<file path="src/hw/tief_map.vh">
// register map and constants for the trace identifier event flag block
`ifndef TIEF_MAP_VH
`define TIEF_MAP_VH

// geometry
`define TIEF_NUM_SLICE 3
`define TIEF_NUM_GRP 7
`define TIEF_REG_PER 5
`define TIEF_FLAG_W 7
`define TIEF_ALL_W 105
`define TIEF_SLICE_W 35

// register kind inside a slice
`define TIEF_REG_MIS2 4'h0
`define TIEF_REG_MIS3 4'h1
`define TIEF_REG_MIS4 4'h2
`define TIEF_REG_UNS1 4'h3
`define TIEF_REG_UNS2 4'h4

// flat register number = slice base + kind
`define TIEF_BASE_A 4'h0
`define TIEF_BASE_B 4'h5
`define TIEF_BASE_C 4'ha
`define TIEF_NO_REG 4'hf

// group configuration codes
`define TIEF_CFG_TU2 2'h0
`define TIEF_CFG_VT3 2'h1
`define TIEF_CFG_TU12 2'h2
`define TIEF_CFG_TU11 2'h3

// register indices; byte address is four times the index
`define TIEF_IDX_MIS2_A 11'h421
`define TIEF_IDX_MIS3_A 11'h422
`define TIEF_IDX_MIS4_A 11'h423
`define TIEF_IDX_UNS1_A 11'h424
`define TIEF_IDX_UNS2_A 11'h425
`define TIEF_IDX_MIS2_B 11'h461
`define TIEF_IDX_MIS3_B 11'h462
`define TIEF_IDX_MIS4_B 11'h463
`define TIEF_IDX_UNS1_B 11'h464
`define TIEF_IDX_UNS2_B 11'h465
`define TIEF_IDX_MIS2_C 11'h4a1
`define TIEF_IDX_MIS3_C 11'h4a2
`define TIEF_IDX_MIS4_C 11'h4a3
`define TIEF_IDX_UNS1_C 11'h4a4
`define TIEF_IDX_UNS2_C 11'h4a5
`define TIEF_IDX_IRQ_CTRL 11'h4c0

// irq gating register: one bit per slice
`define TIEF_CTRL_W 3
`define TIEF_CTRL_RST 3'h7

`endif

</file>
<file path="src/hw/tief_event_flags.v">
// trace identifier event flags: change detection, read-to-clear apb registers, interrupt
`default_nettype none
`include "tief_map.vh"

module tief_event_flags (
  input wire pclk,
  input wire presetn,
  // apb slave
  input wire psel,
  input wire penable,
  input wire pwrite,
  input wire [12:0] paddr,
  input wire [31:0] pwdata,
  input wire [3:0] pstrb,
  output reg [31:0] prdata,
  output wire pready,
  output wire pslverr,
  // per slice mode and per group configuration (2 bits per group)
  input wire [2:0] tu3_mode,
  input wire [41:0] group_cfg,
  // condition levels, 7 bits per slice, bit g = group g+1
  input wire [20:0] mis_state_pos2,
  input wire [20:0] mis_state_pos3,
  input wire [20:0] mis_state_pos4,
  input wire [20:0] uns_state_pos1,
  input wire [20:0] uns_state_pos2,
  input wire [2:0] tu3_uns_state,
  // per tributary interrupt enables, same layout
  input wire [20:0] mis_irq_enable_pos2,
  input wire [20:0] mis_irq_enable_pos3,
  input wire [20:0] mis_irq_enable_pos4,
  input wire [20:0] unstable_irq_enable_pos1,
  input wire [20:0] unstable_irq_enable_pos2,
  // level interrupt per slice
  output reg [2:0] irq_slice
);

  genvar s;
  genvar r;
  integer k;

  // which groups are live for a register kind
  function [6:0] valid_mask;
    input integer kind;
    input [13:0] cfg;
    input tu3;
    integer g;
    reg [1:0] c;
    begin
      valid_mask = 7'h00;
      for (g = 0; g < `TIEF_NUM_GRP; g = g + 1) begin
        c = cfg[g*2 +: 2];
        case (kind)
          // position two needs vt3 or wider
          `TIEF_REG_MIS2, `TIEF_REG_UNS2: valid_mask[g] = ~tu3 && (c != `TIEF_CFG_TU2);
          // position three needs tu12 or tu11
          `TIEF_REG_MIS3: valid_mask[g] = ~tu3 && (c == `TIEF_CFG_TU12 || c == `TIEF_CFG_TU11);
          // position four needs tu11
          `TIEF_REG_MIS4: valid_mask[g] = ~tu3 && (c == `TIEF_CFG_TU11);
          // position one is always live
          `TIEF_REG_UNS1: valid_mask[g] = 1'b1;
          default: valid_mask[g] = 1'b0;
        endcase
      end
    end
  endfunction

  // word index to flat register number
  function [3:0] decode;
    input [10:0] idx;
    begin
      case (idx)
        `TIEF_IDX_MIS2_A: decode = `TIEF_BASE_A + `TIEF_REG_MIS2;
        `TIEF_IDX_MIS3_A: decode = `TIEF_BASE_A + `TIEF_REG_MIS3;
        `TIEF_IDX_MIS4_A: decode = `TIEF_BASE_A + `TIEF_REG_MIS4;
        `TIEF_IDX_UNS1_A: decode = `TIEF_BASE_A + `TIEF_REG_UNS1;
        `TIEF_IDX_UNS2_A: decode = `TIEF_BASE_A + `TIEF_REG_UNS2;
        `TIEF_IDX_MIS2_B: decode = `TIEF_BASE_B + `TIEF_REG_MIS2;
        `TIEF_IDX_MIS3_B: decode = `TIEF_BASE_B + `TIEF_REG_MIS3;
        `TIEF_IDX_MIS4_B: decode = `TIEF_BASE_B + `TIEF_REG_MIS4;
        `TIEF_IDX_UNS1_B: decode = `TIEF_BASE_B + `TIEF_REG_UNS1;
        `TIEF_IDX_UNS2_B: decode = `TIEF_BASE_B + `TIEF_REG_UNS2;
        `TIEF_IDX_MIS2_C: decode = `TIEF_BASE_C + `TIEF_REG_MIS2;
        `TIEF_IDX_MIS3_C: decode = `TIEF_BASE_C + `TIEF_REG_MIS3;
        `TIEF_IDX_MIS4_C: decode = `TIEF_BASE_C + `TIEF_REG_MIS4;
        `TIEF_IDX_UNS1_C: decode = `TIEF_BASE_C + `TIEF_REG_UNS1;
        `TIEF_IDX_UNS2_C: decode = `TIEF_BASE_C + `TIEF_REG_UNS2;
        default: decode = `TIEF_NO_REG;
      endcase
    end
  endfunction

  // flat views: register k occupies bits k*7 +: 7
  wire [104:0] cur_w;
  wire [104:0] mask_w;
  wire [104:0] en_w;
  wire [2:0] irq_nxt;

  reg [104:0] mismatch_event_flag_r;
  reg [104:0] prev_r;
  reg armed_r;
  reg [2:0] ctrl_r;

  reg [104:0] set_w;
  reg [104:0] clr_w;
  reg [104:0] flag_nxt;
  reg [31:0] rd_val;

  // apb decode
  wire word_ok = (paddr[1:0] == 2'h0);
  wire [3:0] reg_sel = word_ok ? decode(paddr[12:2]) : `TIEF_NO_REG;
  wire flag_hit = (reg_sel != `TIEF_NO_REG);
  wire ctrl_hit = word_ok && (paddr[12:2] == `TIEF_IDX_IRQ_CTRL);
  wire setup_rd = psel && !penable && !pwrite;
  wire access = psel && penable;
  wire rd_done = access && !pwrite && flag_hit;

  // zero wait states: every access completes in its first access cycle
  assign pready = 1'b1;
  assign pslverr = access && !flag_hit && !ctrl_hit;

  // per slice wiring of condition levels, masks and enables
  generate
    for (s = 0; s < `TIEF_NUM_SLICE; s = s + 1) begin : g_slice
      assign cur_w[(s*5+`TIEF_REG_MIS2)*7 +: 7] = mis_state_pos2[s*7 +: 7];
      assign cur_w[(s*5+`TIEF_REG_MIS3)*7 +: 7] = mis_state_pos3[s*7 +: 7];
      assign cur_w[(s*5+`TIEF_REG_MIS4)*7 +: 7] = mis_state_pos4[s*7 +: 7];
      // bit 0 follows the tu3 identifier in tu3 mode
      assign cur_w[(s*5+`TIEF_REG_UNS1)*7 +: 7] =
        {uns_state_pos1[s*7+1 +: 6], tu3_mode[s] ? tu3_uns_state[s] : uns_state_pos1[s*7]};
      assign cur_w[(s*5+`TIEF_REG_UNS2)*7 +: 7] = uns_state_pos2[s*7 +: 7];

      assign en_w[(s*5+`TIEF_REG_MIS2)*7 +: 7] = mis_irq_enable_pos2[s*7 +: 7];
      assign en_w[(s*5+`TIEF_REG_MIS3)*7 +: 7] = mis_irq_enable_pos3[s*7 +: 7];
      assign en_w[(s*5+`TIEF_REG_MIS4)*7 +: 7] = mis_irq_enable_pos4[s*7 +: 7];
      assign en_w[(s*5+`TIEF_REG_UNS1)*7 +: 7] = unstable_irq_enable_pos1[s*7 +: 7];
      assign en_w[(s*5+`TIEF_REG_UNS2)*7 +: 7] = unstable_irq_enable_pos2[s*7 +: 7];

      for (r = 0; r < `TIEF_REG_PER; r = r + 1) begin : g_reg
        assign mask_w[(s*5+r)*7 +: 7] = valid_mask(r, group_cfg[s*14 +: 14], tu3_mode[s]);
      end

      // enables gate only the interrupt, never the flag
      assign irq_nxt[s] = ctrl_r[s] &&
        (|(mismatch_event_flag_r[s*35 +: 35] & mask_w[s*35 +: 35] & en_w[s*35 +: 35]));
    end
  endgenerate

  // change detection and read-to-clear
  always @* begin
    set_w = 105'h0;
    clr_w = 105'h0;
    // once armed, any change of level on a live tributary is an event, in either direction
    if (armed_r) begin
      set_w = (cur_w ^ prev_r) & mask_w;
    end
    // clear only the bits the reader was shown
    if (rd_done) begin
      clr_w[reg_sel*7 +: 7] = prdata[6:0];
    end
    // a set in the clearing cycle survives
    flag_nxt = (mismatch_event_flag_r & ~clr_w) | set_w;
  end

  // read mux; inactive tributaries and bit 7 read zero
  always @* begin
    rd_val = 32'h0;
    if (flag_hit) begin
      rd_val[6:0] = mismatch_event_flag_r[reg_sel*7 +: 7] & mask_w[reg_sel*7 +: 7];
    end else if (ctrl_hit) begin
      rd_val[2:0] = ctrl_r;
    end
  end

  // flag, edge reference and arming state
  // arming skips the first cycle so reset-time levels raise no event
  always @(posedge pclk or negedge presetn) begin
    if (!presetn) begin
      mismatch_event_flag_r <= 105'h0;
      prev_r <= 105'h0;
      armed_r <= 1'b0;
    end else begin
      mismatch_event_flag_r <= flag_nxt;
      prev_r <= cur_w;
      armed_r <= 1'b1;
    end
  end

  // read data is caught in the setup cycle and held through access
  always @(posedge pclk or negedge presetn) begin
    if (!presetn) begin
      prdata <= 32'h0;
    end else if (setup_rd) begin
      prdata <= rd_val;
    end
  end

  // slice interrupt gating register, byte lane 0
  always @(posedge pclk or negedge presetn) begin
    if (!presetn) begin
      ctrl_r <= `TIEF_CTRL_RST;
    end else if (access && pwrite && ctrl_hit && pstrb[0]) begin
      ctrl_r <= pwdata[2:0];
    end
  end

  // interrupt drops the second cycle after the clearing read, one cycle after the flag clears
  always @(posedge pclk or negedge presetn) begin
    if (!presetn) begin
      irq_slice <= 3'h0;
    end else begin
      irq_slice <= irq_nxt;
    end
  end

endmodule
`default_nettype wire

</file>
<file path="config.mk">
export PLATFORM = sky130hd
export DESIGN_NAME = tief_event_flags
export DESIGN_NICKNAME = d
export VERILOG_FILES = /design/src/hw/tief_event_flags.v
export VERILOG_INCLUDE_DIRS = /design/src /design/src/hw
export SDC_FILE = /design/constraint.sdc
export NUM_CORES = 1
export LEC_CHECK = 0
export BUFFER_PORTS_ARGS = -buffer_cell sky130_fd_sc_hd__buf_2
export CAP_MARGIN = 20
export CORE_AREA = 8 8 159 161
export CTS_CLUSTER_SIZE = 30
export DETAILED_ROUTE_END_ITERATION = 12
export DIE_AREA = 0 0 167 169
export PLACE_DENSITY = 0.81
export SYNTH_ARGS = -nofsm -noshare
export SYNTH_HDL_FRONTEND = slang
export SYNTH_SLANG_ARGS = --single-unit
</file>
<file path="constraint.sdc">
create_clock -name pclk -period 3.9 [get_ports pclk]
set_input_delay 0.195 -clock pclk [delete_from_list [all_inputs] [get_ports pclk]]
set_output_delay 0.195 -clock pclk [all_outputs]
set_load 0.005 [all_outputs]
</file>
* Word-level counts from Yosys, hierarchy flattened
Cells that the tools add are included.
** Word-level totals
- Register bits :: 224
- Input bits :: 312
- Output and inout bits :: 37
- Word-level logic and storage cells :: 224
** Cells by class
- $add $sub $neg :: 1
- Multipliers :: 1
- Equality and inequality tests :: 59
- Shifts and indexed selects :: 4
- Muxes and demuxes :: 10
- Bitwise operators :: 16
- Reduce and logical (&&, ||, !) cells :: 127
** Operator list (number)
- 105-bit bitwise AND :: 3
- 35-bit bitwise AND :: 6
- 105-bit 2-to-1 mux :: 2
- 105-bit by 8-bit variable part select with 7-bit output :: 2
- 11-bit equality test, second input constant :: 16
- 105-bit inverter :: 1
- 105-bit OR :: 1
- 35-bit OR reduction :: 3
- 7-bit by 34-bit variable shift with 105-bit output, first input constant :: 1
- 7-bit by 34-bit variable part select with 105-bit output :: 1
- 105-bit XOR :: 1
- 2-bit equality test, second input constant :: 42
- 1-bit logical AND :: 77
- 4-bit case mux with 15 select lines :: 1
- 2-bit nonzero test :: 21
- 7-bit negator with 34-bit output :: 1
- 1-bit logical OR :: 21
- 4-bit 2-to-1 mux :: 2
- 7-bit bitwise AND :: 1
- 4-bit by 3-bit multiplier with 7-bit output, second input constant :: 1
- 3-bit 2-to-1 mux :: 2
- 1-bit logical NOT :: 4
- 4-bit != test, second input constant :: 1
- 1-bit 2-to-1 mux :: 3
- 2 further kinds :: 4

* Logic depth before layout (Yosys ltp)
- Word-level depth :: 11
- Gate-level depth with buffers :: 15

* Least setup slack after synthesis
No wires, ideal clock.
- Kind :: input to register
- From :: in paddr[5]
- To :: reg mismatch_event_flag_r[11]
- Setup time :: 0.122 ns
- Arrival :: 3.178 ns
- Data required time :: 3.778 ns
- Slack :: 0.600 ns
- Cell stages on the path :: 15
- Cell sequence :: or4b_1 -> buf_2 -> nor4_1 -> a31o_2 -> nor2_4 -> nand2_4 -> inv_2 -> buf_2 -> buf_2 -> ha_1 -> xnor2_1 -> nand3_1 -> nor2_1 -> nand3_1 -> a32o_1
** On the way
- Cells in the longest elaborated chain, start to end :: 11
- Elaborated cells on any way between the ends :: 28
** Ends and longest elaborated chain
- from (decl) :: RTL line tief_event_flags.v:12 : input wire [12:0] paddr,
- 11-bit equality test :: RTL line tief_event_flags.v:72 : case (idx)
- 4-bit case mux with 15 select lines * :: RTL line tief_event_flags.v:72
- 4-bit 2-to-1 mux (no line) *
- 4-bit by 3-bit multiplier with 7-bit output :: RTL line tief_event_flags.v:159 : clr_w[reg_sel*7 +: 7] = prdata[6:0];
- 7-bit negator with 34-bit output :: RTL line tief_event_flags.v:159
- 7-bit by 34-bit variable part select with 105-bit output or 7-bit by 34-bit variable shift with 105-bit output (tied branches) :: RTL line tief_event_flags.v:159
- 105-bit bitwise AND (no line)
- 105-bit 2-to-1 mux * :: RTL line tief_event_flags.v:158 : if (rd_done) begin
- 105-bit inverter * :: RTL line tief_event_flags.v:162 : flag_nxt = (mismatch_event_flag_r & ~clr_w) | set_w;
- 105-bit bitwise AND * :: RTL line tief_event_flags.v:162
- 105-bit OR * :: RTL line tief_event_flags.v:162
- net flag_nxt[11] :: RTL line tief_event_flags.v:106 : reg [104:0] flag_nxt;
- to (signal assigned) :: RTL line tief_event_flags.v:183 : mismatch_event_flag_r <= flag_nxt;
- to (decl) :: RTL line tief_event_flags.v:99 : reg [104:0] mismatch_event_flag_r;
The timed path passes the listed nets; every way through them passes the cells marked *.
A chain may end at the register's enable or synchronous reset.

* Final worst setup path
- From :: in paddr[5]
- To :: reg mismatch_event_flag_r[52]
Same word-level chain as after synthesis.

==> results.ini <==
[timing]
worst_pin_slew_ps=1141
drv_slew=0
min_period_ps=3302
relSlewSlack_pct=23.80
rsz0062_at_grt=no
fin_crit_sh_pct=84.67
setup_viol=0
timing.fmax_mhz=302.9
clock_skew_ps=11.17
tns_ps=0
hold_violations=0

[setup_path]
path_common_cell=o21ai_0
reg2reg_depth=4
crit_path_top_delay_cell=nor3_4
worst-setup-path-type=input port to register
arrival_ps=3710
worst_ep_required_time_ps=4310
r2r-end=mismatch_event_flag_r[53]
endpoint=mismatch_event_flag_r[52]
cp_slowest_stage_delay_ps=670
path_delay_family=simple AND/OR/NAND/NOR gates
crit_fanout=23
startpoint_type=input port
critPathLaunch=paddr[5]
critPathCaptureType=register
crit_buf_inv=3
cp.depth=12
cp_cell_sequence=buf_2 -> nor4b_2 -> nand2b_1 -> or2_1 -> nor3_4 -> inv_2 -> ha_1 -> a31oi_2 -> buf_4 -> nand2_1 -> o21ai_0 -> o21ai_0
r2r_setup_slack_ps=1280
r2r_start=armed_r

[pwr]
p_int_uw=4368
power.leakage_uw=0.006623
p_comb_share_pct=14.7
p_clk_share_pct=42.2
p_switching_uw=1592
peakVddDrop_v=0.0003546
swShare_pct=26.71
seq_power_share_pct=43.0
p_per_area_mw_per_mm2=372.5
total_power_uw=5960

[synthesis]
synth_edf_count=0
ys_seq_area_share_pct=47.28
yosysMostFrequentCell=dfrtp_1
synth_warnings=0
ys_ff_latch=224
synth_commonest_cells=221 x dfrtp_1, 167 x nand2_1, 100 x o21ai_0
synth_area_per_cell_um2=9.723
synth_area_leader_cell=dfrtp_1
synth_top_area_share_pct=46.62
synthFlopType=dfrtp_1
syn_inst=1220
ys_types=89
synth_area_leaders=dfrtp_1 47%, nand2_1 5.3%, xnor2_1 4.5%, o21ai_0 4.2%, nand3_1 3.9%
synthesis.area_mm2=0.01186
async_flop_share_pct=100.0

[cells_and_area]
regArea_mm2=0.005609
nFillCells=1687
layout.nets=1987
layout-drive-gt1-share_pct=24.82
area_delta_synth_final_pct=34.88
multi_input_comb_area_mm2=0.005906

[job]
drv_cap=0

[clocking]
root_buffer=clkbuf_16
post-cts-setup-buffers=0
numCtsBuffers=26
cts_htree_levels=1
clk_latency_ps=540
clkTransAtPathRegs_ps=60
cts.sinks=224
clock_path_buffers=3
cts_tree=yes

[detailed_routing]
firstDrtPassIters=6
wl_per_cell_um=25.03
num_vias=12472
drc=0
finalWirelength_um=49630
dr.first_iter.drc_count=1437
via_per_inst=6.289
final_antenna_net_count=0

[global_routing]
grt_util_all_layers_pct=34.24
grt_pass1_vias=12941
grt_pass1_wl_um=75090
grt_overflow_total=0
grt_max_degree=129
antenna_found_initial=3

[placed_design]
hpwl_um=35370
io_buffers=290
routabilityCongestion=0.9912

[outcome]
status=finished, final reports clean

[floorplanning]
die_w_um=167
pin_count=349
dieArea_mm2=0.02822
num_rows=56
initial_core_util_pct=51.77
core_area_mm2=0.02291
die_height_um=169

[hold_path]
hold_path_class=input port to register

[worst min-delay path by stage]
stage                             startpoint                         to  cells past startpoint
after floorplan                      presetn                    armed_r                      0
after global placement    mis_state_pos3[20]                 prev_r[83]                      1
after detailed placement  mis_state_pos4[15]                 prev_r[85]                      1
after CTS                      group_cfg[21]  mismatch_event_flag_r[45]                      2
after global routing           group_cfg[21]  mismatch_event_flag_r[45]                      2
final                          group_cfg[21]  mismatch_event_flag_r[45]                      2
[routing by layer]
layer / vias up / GRT usage, % / part of all wire (%)
li1: 5348 / - / -
met1: 5971 / 41.03 / 36
met3: 210 / 9.341 / 11
met2: 939 / 55.58 / 46
met5: - / 0 / 0.056
met4: 4 / 18.72 / 5.9
[logic make-up after synthesis]
kind of cell	after synthesis	share of synthesized area (%)
simple gates	445	18.62
flops	224	47.28
compound gates	341	19.76
xor+xnor	109	8.491
other cells	2	0.06331
buf+inv	77	3.797
mux	19	1.677
fa+ha+maj	3	0.3165
[layout by cell type (no fill, tap or decap), drive strengths merged, types with 36 or more instances in the layout]
cell type,instances
buf,320
dfrtp,221
nand2,170
dlygate4sd3,153
o21ai,148
nand3,95
nor2,74
xnor2,65
xor2,44
clkbuf,36
[worst reg2reg max path, cell delays in order, from the launching register on]
cell,delay [ps]
dfrtp_1,640
nor2b_1,960
nand3_1,180
dlygate4sd3_1,620
o21ai_0,150
[power by group through the flow]
stage / clock, µW / combinational (µW) / sequential, µW
2_1_floorplan: 0 / 381 / 2560
3_3_place_gp: 0 / 719 / 2590
3_5_place_dp: 0 / 730 / 2600
4_1_cts: 2540 / 853 / 2560
5_1_grt: 2630 / 944 / 2570
6_report: 2520 / 878 / 2560
[registers in the layout, indices dropped and copies added (netlist names)]
signal	cells
armed_r	1
irq_slice	3
ctrl_r	3
prdata	7
prev_r	105
mismatch_event_flag_r	105
[timing repair]
| item | CTS | global route |
|---|---|---|
| setup endpoints to repair | 0 | 0 |
| hold buffers | 153 | 0 |
| resized for setup | 0 | 0 |
| hold endpoints to repair | 325 | 0 |
[metrics by stage]
| step | area [µm²] | setup WS, ps | util, % | hold slack (ps) | instances |
|---|---|---|---|---|---|
| after floorplan | 11960 | 600.1 | - | -100.6 | 1245 |
| after global placement | 13570 | 265.9 | 59.22 | 327.9 | 1780 |
| after detailed placement | 13570 | 196.2 | 59.22 | 328.1 | 1780 |
| after CTS | 15990 | 708.9 | 69.79 | 5.142 | 1981 |
| after global routing | 16000 | 444.9 | 69.83 | 26.65 | 1983 |
| final | 16000 | 598.0 | 69.83 | 23.88 | 1983 |
[layout make-up]
type / count / area share, %
well taps: 290 / 2.268
diodes: 1 / 0.01564
multi-input cells: 944 / 36.91
clock inverters: 12 / 0.7585
flip-flops and latches: 224 / 35.06
inverters: 3 / 0.07038
clock buffers: 36 / 4.809
repair buffers: 473 / 20.11
Power figures use the tool's default switching activity.
